File: src/verilog/sclr_pkg.sv
package sclr_pkg;

    // ----------------------------------------
    // register offsets (byte addresses)
    // ----------------------------------------
    localparam logic [7:0] OFF_ROW_TEN = 8'h00;
    localparam logic [7:0] OFF_ROW_ELEVEN = 8'h04;
    localparam logic [7:0] OFF_LOOP_SLEW = 8'h08;
    localparam logic [7:0] OFF_LOCK_DIAG = 8'h0C;
    localparam logic [7:0] OFF_IRQ_STATUS = 8'h10;
    localparam logic [7:0] OFF_IRQ_MASK = 8'h14;
    localparam logic [7:0] OFF_CHAN_APPLY = 8'h18;
    localparam logic [7:0] OFF_SYNTH_VIEW = 8'h1C;

    // ----------------------------------------
    // reset values (normal operation settings)
    // ----------------------------------------
    localparam logic [7:0] RST_ROW_TEN = 8'hF0;
    localparam logic [7:0] RST_ROW_ELEVEN = 8'h01;
    localparam logic [7:0] RST_LOOP_SLEW = 8'h76;
    localparam logic [4:0] RST_CHAN_APPLY = 5'h00;
    localparam logic [2:0] RST_IRQ = 3'h0;

    // ----------------------------------------
    // field positions
    // ----------------------------------------
    localparam int DIV_MSB_POS = 0;
    localparam int DIV_LSB_HI = 7;
    localparam int DIV_LSB_LO = 4;
    localparam int BAND_HI = 3;
    localparam int BAND_LO = 1;
    localparam int READBACK_SEL_POS = 6;
    localparam int LEVEL_LOOP_HI = 3;
    localparam int LEVEL_LOOP_LO = 2;
    localparam int SLEW_HI = 1;
    localparam int SLEW_LO = 0;
    localparam int CHAN_REF_POS = 4;
    localparam int IRQ_GAIN_POS = 0;
    localparam int IRQ_LOSS_POS = 1;
    localparam int IRQ_FAULT_POS = 2;

    // ----------------------------------------
    // lock indicator codes {above, below}
    // ----------------------------------------
    localparam logic [1:0] LOCK_BELOW = 2'h0;
    localparam logic [1:0] LOCK_IN = 2'h1;
    localparam logic [1:0] LOCK_FAULT = 2'h2;
    localparam logic [1:0] LOCK_ABOVE = 2'h3;

    // ----------------------------------------
    // channel table sizes
    // ----------------------------------------
    localparam logic [3:0] CHAN_CNT_540 = 4'hD;
    localparam logic [3:0] CHAN_CNT_500 = 4'hF;
    localparam logic [3:0] CHAN_WRAP_540 = 4'h6;
    localparam logic [4:0] DIV_TOP_540 = 5'h15;
    localparam logic [4:0] DIV_WRAP_540 = 5'h1F;

endpackage : sclr_pkg

File: src/verilog/sclr_chan_lut.sv
`timescale 1ns/1ps

// channel index to divider and band codes for both reference clocks
module sclr_chan_lut (
    // request
    input wire logic ref_500,
    input wire logic [3:0] chan_idx,
    // result
    output logic [4:0] div_code,
    output logic [2:0] band_code,
    output logic chan_ok
);

    logic [4:0] idx5;
    logic [4:0] div_540;
    logic [4:0] div_500;
    logic [2:0] band_540;
    logic [2:0] band_500;

    assign idx5 = {1'b0, chan_idx};

    // 540 MHz plan: counts down from the top, one wrap code, then up from zero
    assign div_540 = (chan_idx < sclr_pkg::CHAN_WRAP_540) ? 5'(sclr_pkg::DIV_TOP_540 - idx5)
        : (chan_idx == sclr_pkg::CHAN_WRAP_540) ? sclr_pkg::DIV_WRAP_540
        : 5'(idx5 - 5'h07);
    assign band_540 = 3'(chan_idx[3:1] + 3'h1);

    // 500 MHz plan: divider one above index, band steps every two channels
    assign div_500 = 5'(idx5 + 5'h01);
    assign band_500 = chan_idx[3:1];

    assign div_code = ref_500 ? div_500 : div_540;
    assign band_code = ref_500 ? band_500 : band_540;
    assign chan_ok = ref_500 ? (chan_idx < sclr_pkg::CHAN_CNT_500)
        : (chan_idx < sclr_pkg::CHAN_CNT_540);

endmodule : sclr_chan_lut

File: src/verilog/sclr_pin_sync.sv
`timescale 1ns/1ps

// three-stage input filter; output moves only when stages two and three agree
module sclr_pin_sync #(
    parameter int WIDTH = 1
) (
    // clock and reset
    input wire logic pclk,
    input wire logic presetn,
    input wire logic ce,
    // pins
    input wire logic [WIDTH-1:0] pin_in,
    output logic [WIDTH-1:0] level_out
);

    logic [WIDTH-1:0] s1_q;
    logic [WIDTH-1:0] s2_q;
    logic [WIDTH-1:0] s3_q;
    logic [WIDTH-1:0] agree;
    logic [WIDTH-1:0] level_d;

    // per-bit agreement so one noisy bit does not hold back the others
    assign agree = ~(s2_q ^ s3_q);
    assign level_d = (s3_q & agree) | (level_out & ~agree);

    // s1 feeds s2 only, never logic
    always_ff @(posedge pclk or negedge presetn)
    begin
        if (!presetn)
        begin
            s1_q <= '0;
            s2_q <= '0;
            s3_q <= '0;
            level_out <= '0;
        end
        else if (ce)
        begin
            s1_q <= pin_in;
            s2_q <= s1_q;
            s3_q <= s2_q;
            level_out <= level_d;
        end
    end

endmodule : sclr_pin_sync

File: src/verilog/sclr_regs.sv
// The implementer's own choices: the APB interface to the registers and the register addresses.
`timescale 1ns/1ps

// Notes on behaviour
// - The two-bit lock indicator sits in bits 7:6 of the lock register and ignores writes.
// - The lock indicator reads 01 while the control voltage is inside the lock window.
// - The lock indicator reads 11 above the window and 00 below it.
// - Code 10 is illegal, is reported as a fault, and must never be taken as lock.
// - Bits 5:0 of the lock register are read-only factory diagnostics.
// - The divider code is row ten bit 0 as MSB over row eleven bits 7:4.
// - The lock register reads back only while the readback-select bit is high.
module sclr_regs (
    // clock, reset, enable
    input wire logic pclk,
    input wire logic presetn,
    input wire logic ce,
    // apb slave
    input wire logic psel,
    input wire logic penable,
    input wire logic pwrite,
    input wire logic [7:0] paddr,
    input wire logic [31:0] pwdata,
    output logic [31:0] prdata,
    output logic pready,
    output logic pslverr,
    // synthesizer pins (asynchronous)
    input wire logic lock_above_flag,
    input wire logic lock_below_flag,
    input wire logic [2:0] factory_amp_diag_hi,
    input wire logic [2:0] factory_amp_diag_sel,
    // control rows to the synthesizer
    output logic [7:0] row_ten,
    output logic [7:0] row_eleven,
    output logic [7:0] synth_loop_slew_control,
    // interrupt
    output logic irq
);

    // ----------------------------------------
    // state
    // ----------------------------------------
    logic [7:0] row_ten_q;
    logic [7:0] row_eleven_q;
    logic [7:0] loop_slew_q;
    logic [4:0] chan_q;
    logic [2:0] stat_q;
    logic [2:0] stat_d;
    logic [2:0] mask_q;
    logic [1:0] lock_prev_q;
    logic pready_q;
    logic pslverr_q;
    logic [31:0] prdata_q;
    logic irq_q;

    // ----------------------------------------
    // pin inputs
    // ----------------------------------------
    logic [1:0] lock_raw;
    logic [1:0] lock_code;
    logic [5:0] diag_raw;
    logic [5:0] diag_sync;

    // bit 7 above, bit 6 below; bits 2:0 carry the select field reversed
    assign lock_raw = {lock_above_flag, lock_below_flag};
    assign diag_raw = {factory_amp_diag_hi, factory_amp_diag_sel[0], factory_amp_diag_sel[1],
        factory_amp_diag_sel[2]};

    sclr_pin_sync #(.WIDTH(2)) u_lock_sync (
        .pclk(pclk),
        .presetn(presetn),
        .ce(ce),
        .pin_in(lock_raw),
        .level_out(lock_code)
    );

    sclr_pin_sync #(.WIDTH(6)) u_diag_sync (
        .pclk(pclk),
        .presetn(presetn),
        .ce(ce),
        .pin_in(diag_raw),
        .level_out(diag_sync)
    );

    // ----------------------------------------
    // bus decode
    // ----------------------------------------
    logic setup;
    logic access;
    logic wr;
    logic hit_ten;
    logic hit_eleven;
    logic hit_slew;
    logic hit_lock;
    logic hit_stat;
    logic hit_mask;
    logic hit_chan;
    logic hit_view;
    logic addr_ok;

    // setup arms pready, so every transfer ends on its first access cycle
    assign setup = psel & ~penable;
    assign access = psel & penable & pready_q;
    assign wr = access & pwrite;
    assign hit_ten = (paddr == sclr_pkg::OFF_ROW_TEN);
    assign hit_eleven = (paddr == sclr_pkg::OFF_ROW_ELEVEN);
    assign hit_slew = (paddr == sclr_pkg::OFF_LOOP_SLEW);
    assign hit_lock = (paddr == sclr_pkg::OFF_LOCK_DIAG);
    assign hit_stat = (paddr == sclr_pkg::OFF_IRQ_STATUS);
    assign hit_mask = (paddr == sclr_pkg::OFF_IRQ_MASK);
    assign hit_chan = (paddr == sclr_pkg::OFF_CHAN_APPLY);
    assign hit_view = (paddr == sclr_pkg::OFF_SYNTH_VIEW);
    assign addr_ok = hit_ten | hit_eleven | hit_slew | hit_lock | hit_stat | hit_mask
        | hit_chan | hit_view;

    // ----------------------------------------
    // channel lookup
    // ----------------------------------------
    logic [4:0] lut_div;
    logic [2:0] lut_band;
    logic lut_ok;
    logic chan_wr;
    logic chan_bad;

    // 540 MHz plan / 500 MHz plan
    sclr_chan_lut u_lut (
        .ref_500(pwdata[sclr_pkg::CHAN_REF_POS]),
        .chan_idx(pwdata[3:0]),
        .div_code(lut_div),
        .band_code(lut_band),
        .chan_ok(lut_ok)
    );

    // an index past the plan is refused with an error and changes nothing
    assign chan_wr = wr & hit_chan & lut_ok;
    assign chan_bad = pwrite & hit_chan & ~lut_ok;

    // ----------------------------------------
    // control rows
    // ----------------------------------------
    logic [7:0] row_ten_d;
    logic [7:0] row_eleven_d;
    logic [4:0] div_now;
    logic [2:0] band_now;

    assign row_ten_d = chan_wr ? {row_ten_q[7:1], lut_div[4]}
        : (wr & hit_ten) ? pwdata[7:0] : row_ten_q;
    assign row_eleven_d = chan_wr ? {lut_div[3:0], lut_band, row_eleven_q[0]}
        : (wr & hit_eleven) ? pwdata[7:0] : row_eleven_q;
    assign div_now = {row_ten_q[sclr_pkg::DIV_MSB_POS],
        row_eleven_q[sclr_pkg::DIV_LSB_HI:sclr_pkg::DIV_LSB_LO]};
    assign band_now = row_eleven_q[sclr_pkg::BAND_HI:sclr_pkg::BAND_LO];

    // level loop and slew are plain software fields, reset to normal values
    always_ff @(posedge pclk or negedge presetn)
    begin
        if (!presetn)
        begin
            row_ten_q <= sclr_pkg::RST_ROW_TEN;
            row_eleven_q <= sclr_pkg::RST_ROW_ELEVEN;
            loop_slew_q <= sclr_pkg::RST_LOOP_SLEW;
            chan_q <= sclr_pkg::RST_CHAN_APPLY;
            mask_q <= sclr_pkg::RST_IRQ;
        end
        else if (ce)
        begin
            row_ten_q <= row_ten_d;
            row_eleven_q <= row_eleven_d;
            if (wr && hit_slew)
                loop_slew_q <= pwdata[7:0];
            if (chan_wr)
                chan_q <= pwdata[4:0];
            if (wr && hit_mask)
                mask_q <= pwdata[2:0];
        end
    end

    // ----------------------------------------
    // lock events and interrupt
    // ----------------------------------------
    logic ev_gain;
    logic ev_loss;
    logic ev_fault;
    logic [2:0] ev;
    logic [2:0] w1c;

    // entering lock, leaving it, illegal code is a fault
    assign ev_gain = (lock_code == sclr_pkg::LOCK_IN) & (lock_prev_q != sclr_pkg::LOCK_IN);
    assign ev_loss = (lock_code != sclr_pkg::LOCK_IN) & (lock_prev_q == sclr_pkg::LOCK_IN);
    assign ev_fault = (lock_code == sclr_pkg::LOCK_FAULT)
        & (lock_prev_q != sclr_pkg::LOCK_FAULT);
    assign ev = {ev_fault, ev_loss, ev_gain};
    assign w1c = (wr & hit_stat) ? pwdata[2:0] : 3'h0;
    // a new event outranks a clear in the same cycle
    assign stat_d = (stat_q & ~w1c) | ev;

    // prev code starts at below-window so a first in-lock reading counts as a gain
    always_ff @(posedge pclk or negedge presetn)
    begin
        if (!presetn)
        begin
            lock_prev_q <= sclr_pkg::LOCK_BELOW;
            stat_q <= sclr_pkg::RST_IRQ;
            irq_q <= 1'b0;
        end
        else if (ce)
        begin
            lock_prev_q <= lock_code;
            stat_q <= stat_d;
            irq_q <= |(stat_d & mask_q);
        end
    end

    // ----------------------------------------
    // read path
    // ----------------------------------------
    logic readback_sel;
    logic [7:0] lock_word;
    logic [31:0] rmux;

    // readback gate, lock code on top, diagnostics below
    assign readback_sel = loop_slew_q[sclr_pkg::READBACK_SEL_POS];
    assign lock_word = readback_sel ? {lock_code, diag_sync} : 8'h00;

    assign rmux = hit_ten ? {24'h0, row_ten_q}
        : hit_eleven ? {24'h0, row_eleven_q}
        : hit_slew ? {24'h0, loop_slew_q}
        : hit_lock ? {24'h0, lock_word}
        : hit_stat ? {29'h0, stat_q}
        : hit_mask ? {29'h0, mask_q}
        : hit_chan ? {27'h0, chan_q}
        : hit_view ? {24'h0, band_now, div_now}
        : 32'h0;

    // data captured at setup; lock bits are at most one cycle old at completion
    always_ff @(posedge pclk or negedge presetn)
    begin
        if (!presetn)
        begin
            pready_q <= 1'b0;
            pslverr_q <= 1'b0;
            prdata_q <= 32'h0;
        end
        else if (ce)
        begin
            pready_q <= setup;
            pslverr_q <= setup & (~addr_ok | chan_bad);
            if (setup)
                prdata_q <= pwrite ? 32'h0 : rmux;
        end
    end

    assign prdata = prdata_q;
    assign pready = pready_q;
    assign pslverr = pslverr_q;
    assign row_ten = row_ten_q;
    assign row_eleven = row_eleven_q;
    assign synth_loop_slew_control = loop_slew_q;
    assign irq = irq_q;
endmodule : sclr_regs
File: config.mk
export PLATFORM = sky130hd
export DESIGN_NAME = sclr_regs
export DESIGN_NICKNAME = d
export VERILOG_FILES = /design/src/verilog/sclr_pkg.sv /design/src/verilog/sclr_chan_lut.sv /design/src/verilog/sclr_pin_sync.sv /design/src/verilog/sclr_regs.sv
export SDC_FILE = /design/constraint.sdc
export NUM_CORES = 1
export LEC_CHECK = 0
export BUFFER_PORTS_ARGS = -buffer_cell sky130_fd_sc_hd__buf_2
export CAP_MARGIN = 15
export CORE_MARGIN = 2
export CORE_UTILIZATION = 40
export DETAILED_ROUTE_END_ITERATION = 8
export PLACE_DENSITY = 0.63
export REMOVE_ABC_BUFFERS = 1
export SYNTH_ARGS = -nofsm -noshare
export SYNTH_HDL_FRONTEND = slang
export SYNTH_SLANG_ARGS = --single-unit
File: constraint.sdc
create_clock -name pclk -period 3.2 [get_ports pclk]
set_clock_uncertainty 0.15 [all_clocks]
set_input_delay 0.32 -clock pclk [delete_from_list [all_inputs] [get_ports pclk]]
set_output_delay 0.32 -clock pclk [all_outputs]
set_load 0.05 [all_outputs]
* Yosys cells after proc, flatten, opt, wreduce, memory -nomap -nowiden
Index checks and enable logic that the tools add are counted.
** Word-level totals
- ROM bits :: 0
- Memories :: 0
- Input bits :: 54
- Logic and storage cells :: 119
- Bits in latches :: 0
- Memory bits (writable) :: 0
- Output and inout port bits :: 59
- Flip-flop bits (word level) :: 104
** Cells by class
- $add $sub $neg :: 4
- Bitwise gates (word level) :: 43
- $lt $le $gt $ge :: 3
- Reduce and logical (&&, ||, !) cells :: 14
- Shifts and indexed selects :: 0
- Div/mod/pow operators :: 0
- Mux-type cells :: 20
- $mul :: 0
- Equal/unequal tests :: 14
** Operators by type and width (number)
- $mux W8 :: 12
- $eq A8 B5 Y1 const B :: 4
- $eq A8 B4 Y1 const B :: 2
- $and A1 B1 Y1 :: 15
- $mux W5 :: 3
- $and A6 B6 Y6 :: 2
- $not A6 Y6 :: 2
- $reduce_and A2 Y1 :: 6
- $eq A8 B3 Y1 const B :: 1
- $logic_not A8 Y1 :: 1
- $lt A4 B4 Y1 const B :: 2
- $or A1 B1 Y1 :: 8
- $and A3 B3 Y3 :: 2
- $mux W3 :: 2
- $or A6 B6 Y6 :: 1
- $reduce_and A3 Y1 :: 2
- $xor A6 B6 Y6 :: 1
- $add A4 B1 Y5 const B :: 1
- $sub A4 B3 Y5 const B :: 1
- $sub A5 B4 Y5 const A :: 1
- $and A2 B2 Y2 :: 2
- $eq A2 B1 Y1 const B :: 2
- $eq A4 B3 Y1 const B :: 1
- $lt A4 B3 Y1 const B :: 1
- 14 further kinds :: 23

* Depth between registers and ports, before layout
- Depth in word-level cells :: 11
- Mapped depth :: 8
- Depth with buffers taken out :: 7

* By module
Synthesis repeated with hierarchy kept, for this count alone.
** Unflattened totals
- Cells, all modules :: 391
- Area, all modules :: 4374.2 um^2
** Modules (own cells, without submodules)
- sclr_regs :: cells an instance 266, instances 1, sequential area each 1213.7 um^2, area an instance 2860.2 um^2
- sclr_pin_sync (u_diag_sync) :: cells an instance 65, instances 1, sequential area each 600.6 um^2, area an instance 963.4 um^2
- sclr_pin_sync (u_lock_sync) :: cells an instance 23, instances 1, sequential area each 200.2 um^2, area an instance 324.1 um^2
- sclr_chan_lut :: cells an instance 37, instances 1, sequential area each 0.0 um^2, area an instance 226.5 um^2

* Worst setup path after synthesis
OpenSTA, ideal clock, no wires.
- Path type :: input port to flip-flop
- From :: input port paddr[4]
- To :: register row_ten_q[1] (netlist: row_ten[1])
- Setup time :: 125 ps
- Required time :: 2925 ps
- Path slack :: 944 ps
- Stages on the path :: 6
- Path buffers :: 2
- Arrival :: 1981 ps
- Path through :: buf_6 -> or4_4 -> or3_1 -> buf_6 -> nor2_8 -> mux2_2
** On the way
- Word-level cells in the longest chain between the ends :: 5
- Elaborated cells on any way between the ends :: 7
- Those cells by class :: eq/ne (1); bitwise (4); reduce/logical (2)
** Ends and longest elaborated chain
- from (decl) :: RTL line sclr_regs.sv:21 : input wire logic [7:0] paddr,
- $eq A8 B5 Y1 :: RTL line sclr_regs.sv:110 : assign hit_chan = (paddr == sclr_pkg::OFF_CHAN_APPLY);
- $and A1 B1 Y1 (2 in a row) :: RTL line sclr_regs.sv:134 : assign chan_wr = wr & hit_chan & lut_ok;
- $not A1 Y1 (no line)
- $reduce_and A3 Y1 (no line) *
- to (signal assigned) :: RTL line sclr_regs.sv:158 : row_ten_q <= sclr_pkg::RST_ROW_TEN;
- to (signal assigned) :: RTL line sclr_regs.sv:166 : row_ten_q <= row_ten_d;
- to (decl) :: RTL line sclr_regs.sv:42 : logic [7:0] row_ten_q;
Mark *: on every way between the ends. The rest lies on a longest branch, timed or not.
A chain may end at the register's enable or synchronous reset.

* Worst setup path after layout
- From :: input port paddr[3]
- To :: register row_ten_q[3] (netlist: row_ten[3])
Same word-level chain as after synthesis.

==> metrics.md <==
| Metric | Value |
|---|---|
| Status | `finished with violations` |
| Violated checks | `negative hold slack` |
| Final wirelength | `10.6 mm` |
| VDD IR max | `0.368 mV` |
| Seq cells post-synth | `80` |
| Slew HR | `33.3%` |
| Leak | `approximately 2.3 nW` |
| Die Wd | `109 um` |
| Core box area | `around 11000 sq um` |
| Sequential fraction of the synthesis area | `45.9%` |
| Primary FF master, synth | `dfrtp_1` |
| Hold/Removal Path Class | `in2async` |
| Worst setup EP type | `flip-flop` |
| Design Area, Final | `4950 sq um` |
| CTS Hold Bufs | `0` |
| Final Slew Violations | `0` |
| Clk root buf | `clkbuf_8` |
| Arr. time, crit path | `2.29 ns` |
| Synthesized instance count | `424` |
| Total gr overflow | `0` |
| Worst path bufs/invs | `1` |
| DRC Markers | `0` |
| CTS tree | `yes` |
| Drt initial violations | `232` |
| Post-DP HPWL | `between 7 and 8 mm` |
| Mean Syn Cell Area | `a little over 10 sq um` |
| Final setup viols | `0` |
| Vias in the first global route | `between 3k and 4k` |
| Die Ht | `around 110 um` |
| Post_cts resized | `0` |
| Std-Cell Rows | `38` |
| Setup TNS | `0 ns` |
| Area Overhead vs Synth | `12.6%` |
| Crit-path max cell delay | `0.55 ns` |
| Period minus WS final | `2.20 ns` |
| Antenna Violating Nets Remaining | `0` |
| CP max stage cell | `or3_1` |
| Syn. warnings | `0` |
| First-pass GRT wire length | `16.9 mm` |
| Clk Latency, worst-skew pair | `0.36 ns` |
| Pre-antenna DRT Iters | `6` |
| Initial Utilization | `40.7%` |
| WS Path Type | `in2reg` |
| Post-synth ARST share | `100%` |
| Via density | `5.50` |
| Crit path max fanout | `22` |
| Clock Pin Slew Worst Setup and Hold Paths | `0.08 ns` |
| CP most frequent cell | `or3_1` |
| H-tree depth | `3` |
| Crit. Startpoint | `paddr[3]` |
| Ratio of cells with drive above 1 in the final layout | `32.7%` |
| Mapped cell area | `4390 sq um` |
| CTS Buf Count | `9` |
| Top Family by Delay on Critical Path | `simple AND/OR/NAND/NOR gates` |
| Fin crit share | `68.8%` |
| Setup bufs post-CTS | `0` |
| DR WL/cell | `16.9 um` |
| Antenna cells | `0` |
| IO Port Bufs | `64` |
| Max Cap Viol | `0` |
| Final nets | `539` |
| CP required | `3.29 ns` |
| RD Place Congestion | `~0.92` |
| Worst Tran Pin Value | `1.00 ns` |
| Worst hold margin | `-0.0434 ns` |
| Clock Path Buffers | `2` |
| RSZ-0062 raised after global routing | `false` |
| Yosys cell types | `58` |
| Reg-to-Reg Start | `pready$_DFFE_PN0P_` |
| DP Area | `4740 sq um` |
| Final hold vios | `29` |
| Vias after detailed routing | `3445` |
| Clock Sinks | `80` |
| EDFF count, synth | `0` |
| Die ar. | `11800 sq um` |
| Fmax | `0.454 GHz` |
| Crit path cell chain | `buf_2 > or3_1 > or3_1 > nor2_8 > mux2_2` |
| Pin count of the biggest net entering global routing | `81` |
| Crit start category | `input port` |
| I/O pin total | `113` |
| Initial antenna violation count | `0` |
| P per Cell Area | `approximately 470 nW/um^2` |
| All-Layer GR Usage | `18.9%` |
-- cell type report --
class / count / area, sq um
fillers: 1027 / 5850
inverters: 11 / 41.3
well taps: 140 / 175
flip-flops and latches: 80 / 2010
multi-input cells: 308 / 2130
repair buffers: 71 / 375
clock inverters: 5 / 63.8
clock buffers: 11 / 141
-- sequential cells by signal, summed over array words and instances (netlist names), named ones only --
register                 flops
u_lock_sync.s2_q             2
u_diag_sync.s1_q             6
u_diag_sync.s2_q             6
pready                       1
row_ten                      8
mask_q                       3
irq                          1
lock_prev_q                  2
prdata                       8
stat_q                       3
u_diag_sync.s3_q             6
u_lock_sync.s3_q             2
pslverr                      1
chan_q                       5
row_eleven                   8
synth_loop_slew_control      8
u_lock_sync.s1_q             2
-- where the power goes --
group / internal (mW) / switching (mW) / leakage, nW
Combinational: 0.138 / 0.241 / 1.20
Clock: 0.389 / 0.387 / 0.101
Sequential: 1.11 / 0.0764 / 0.994
Total: 1.63 / 0.704 / 2.30
-- layer usage --
layer	vias to the layer above	global-route usage (%)	wire length, um	share of wire [%]
met2	153	29.0	4780	45
met1	1667	26.0	4850	46
met3	24	4.06	682	6.4
met5	-	0	0	0
li1	1601	-	-	-
met4	0	7.33	270	2.6
-- metrics by stage --
step	setup slack, ns	std cells	util, %	total power [mW]	hold WS (ns)
2_1_floorplan	1.03	399	-	1.44	-0.126
6_report	0.999	626	45.8	2.34	-0.0434
4_1_cts	1.01	626	45.8	2.36	0.0186
5_1_grt	0.932	626	45.8	2.46	0.0276
3_3_place_gp	0.657	610	43.9	1.56	0.308
3_5_place_dp	0.635	610	43.9	1.58	0.316
-- path summary, 6_finish.rpt --
check	slack, ns	to	depth (start not counted)
max	1.0	row_ten[3]$_DFFE_PN0P_	5
min	-0.04	u_lock_sync.s1_q[0]$_DFFE_PN0P_	1
max reg2reg	1.26	synth_loop_slew_control[3]$_DFFE_PN0P_	4
min reg2reg	0.33	prdata[5]$_DFFE_PN0P_	2
max in group asynchronous	2.27	row_eleven[2]$_DFFE_PN0P_	1
min in group pclk	0.04	u_diag_sync.s1_q[4]$_DFFE_PN0P_	2
-- cells in the mapped netlist (all sizes together), types with 4 or more instances --
library cell	instances	share of area, %
dfrtp	70	40
mux2	53	14
buf	33	5.3
o21ai	28	3.2
a21oi	27	3.1
nand2	27	2.3
nor2	23	2.3
clkbuf	15	1.3
nand3	13	1.6
nor3	12	1.4
inv	11	0.94
dfstp	10	6.0
nand2b	10	1.4
mux2i	7	1.6
and2	6	0.85
a22o	5	1.0
nor4	5	1.0
o211ai	5	0.85
a31oi	4	0.57
a32oi	4	0.80
and3	4	0.57
ha	4	1.1
nor3b	4	0.80
-- cells by family (layout without fill, tap and decap cells) --
group           after synthesis  in the layout  synth area share (%)
simple gates                119            119                  14.7
compound gates               97             97                  14.1
flops                        80             80                  45.9
mux                          62             62                  16.2
buf+inv                      59             98                  7.49
fa+ha+maj                     4              4                  1.14
xor+xnor                      2              2                 0.399
other cells                   1             24                0.0854
-- layout by cell type (no fill, tap or decap), types with 5 or more instances in the layout --
master and instances:
dfrtp_1 70, buf_2 63, mux2_2 53, o21ai_0 28
nand2_1 27, a21oi_1 27, conb_1 24, nor2_1 22
nor3_1 12, nand3_1 12, inv_1 11, nand2b_1 10
clkbuf_8 10, dfstp_2 10, buf_4 8, mux2i_1 7
o211ai_1 5, a22o_1 5
(Power assumes the default switching activity.)
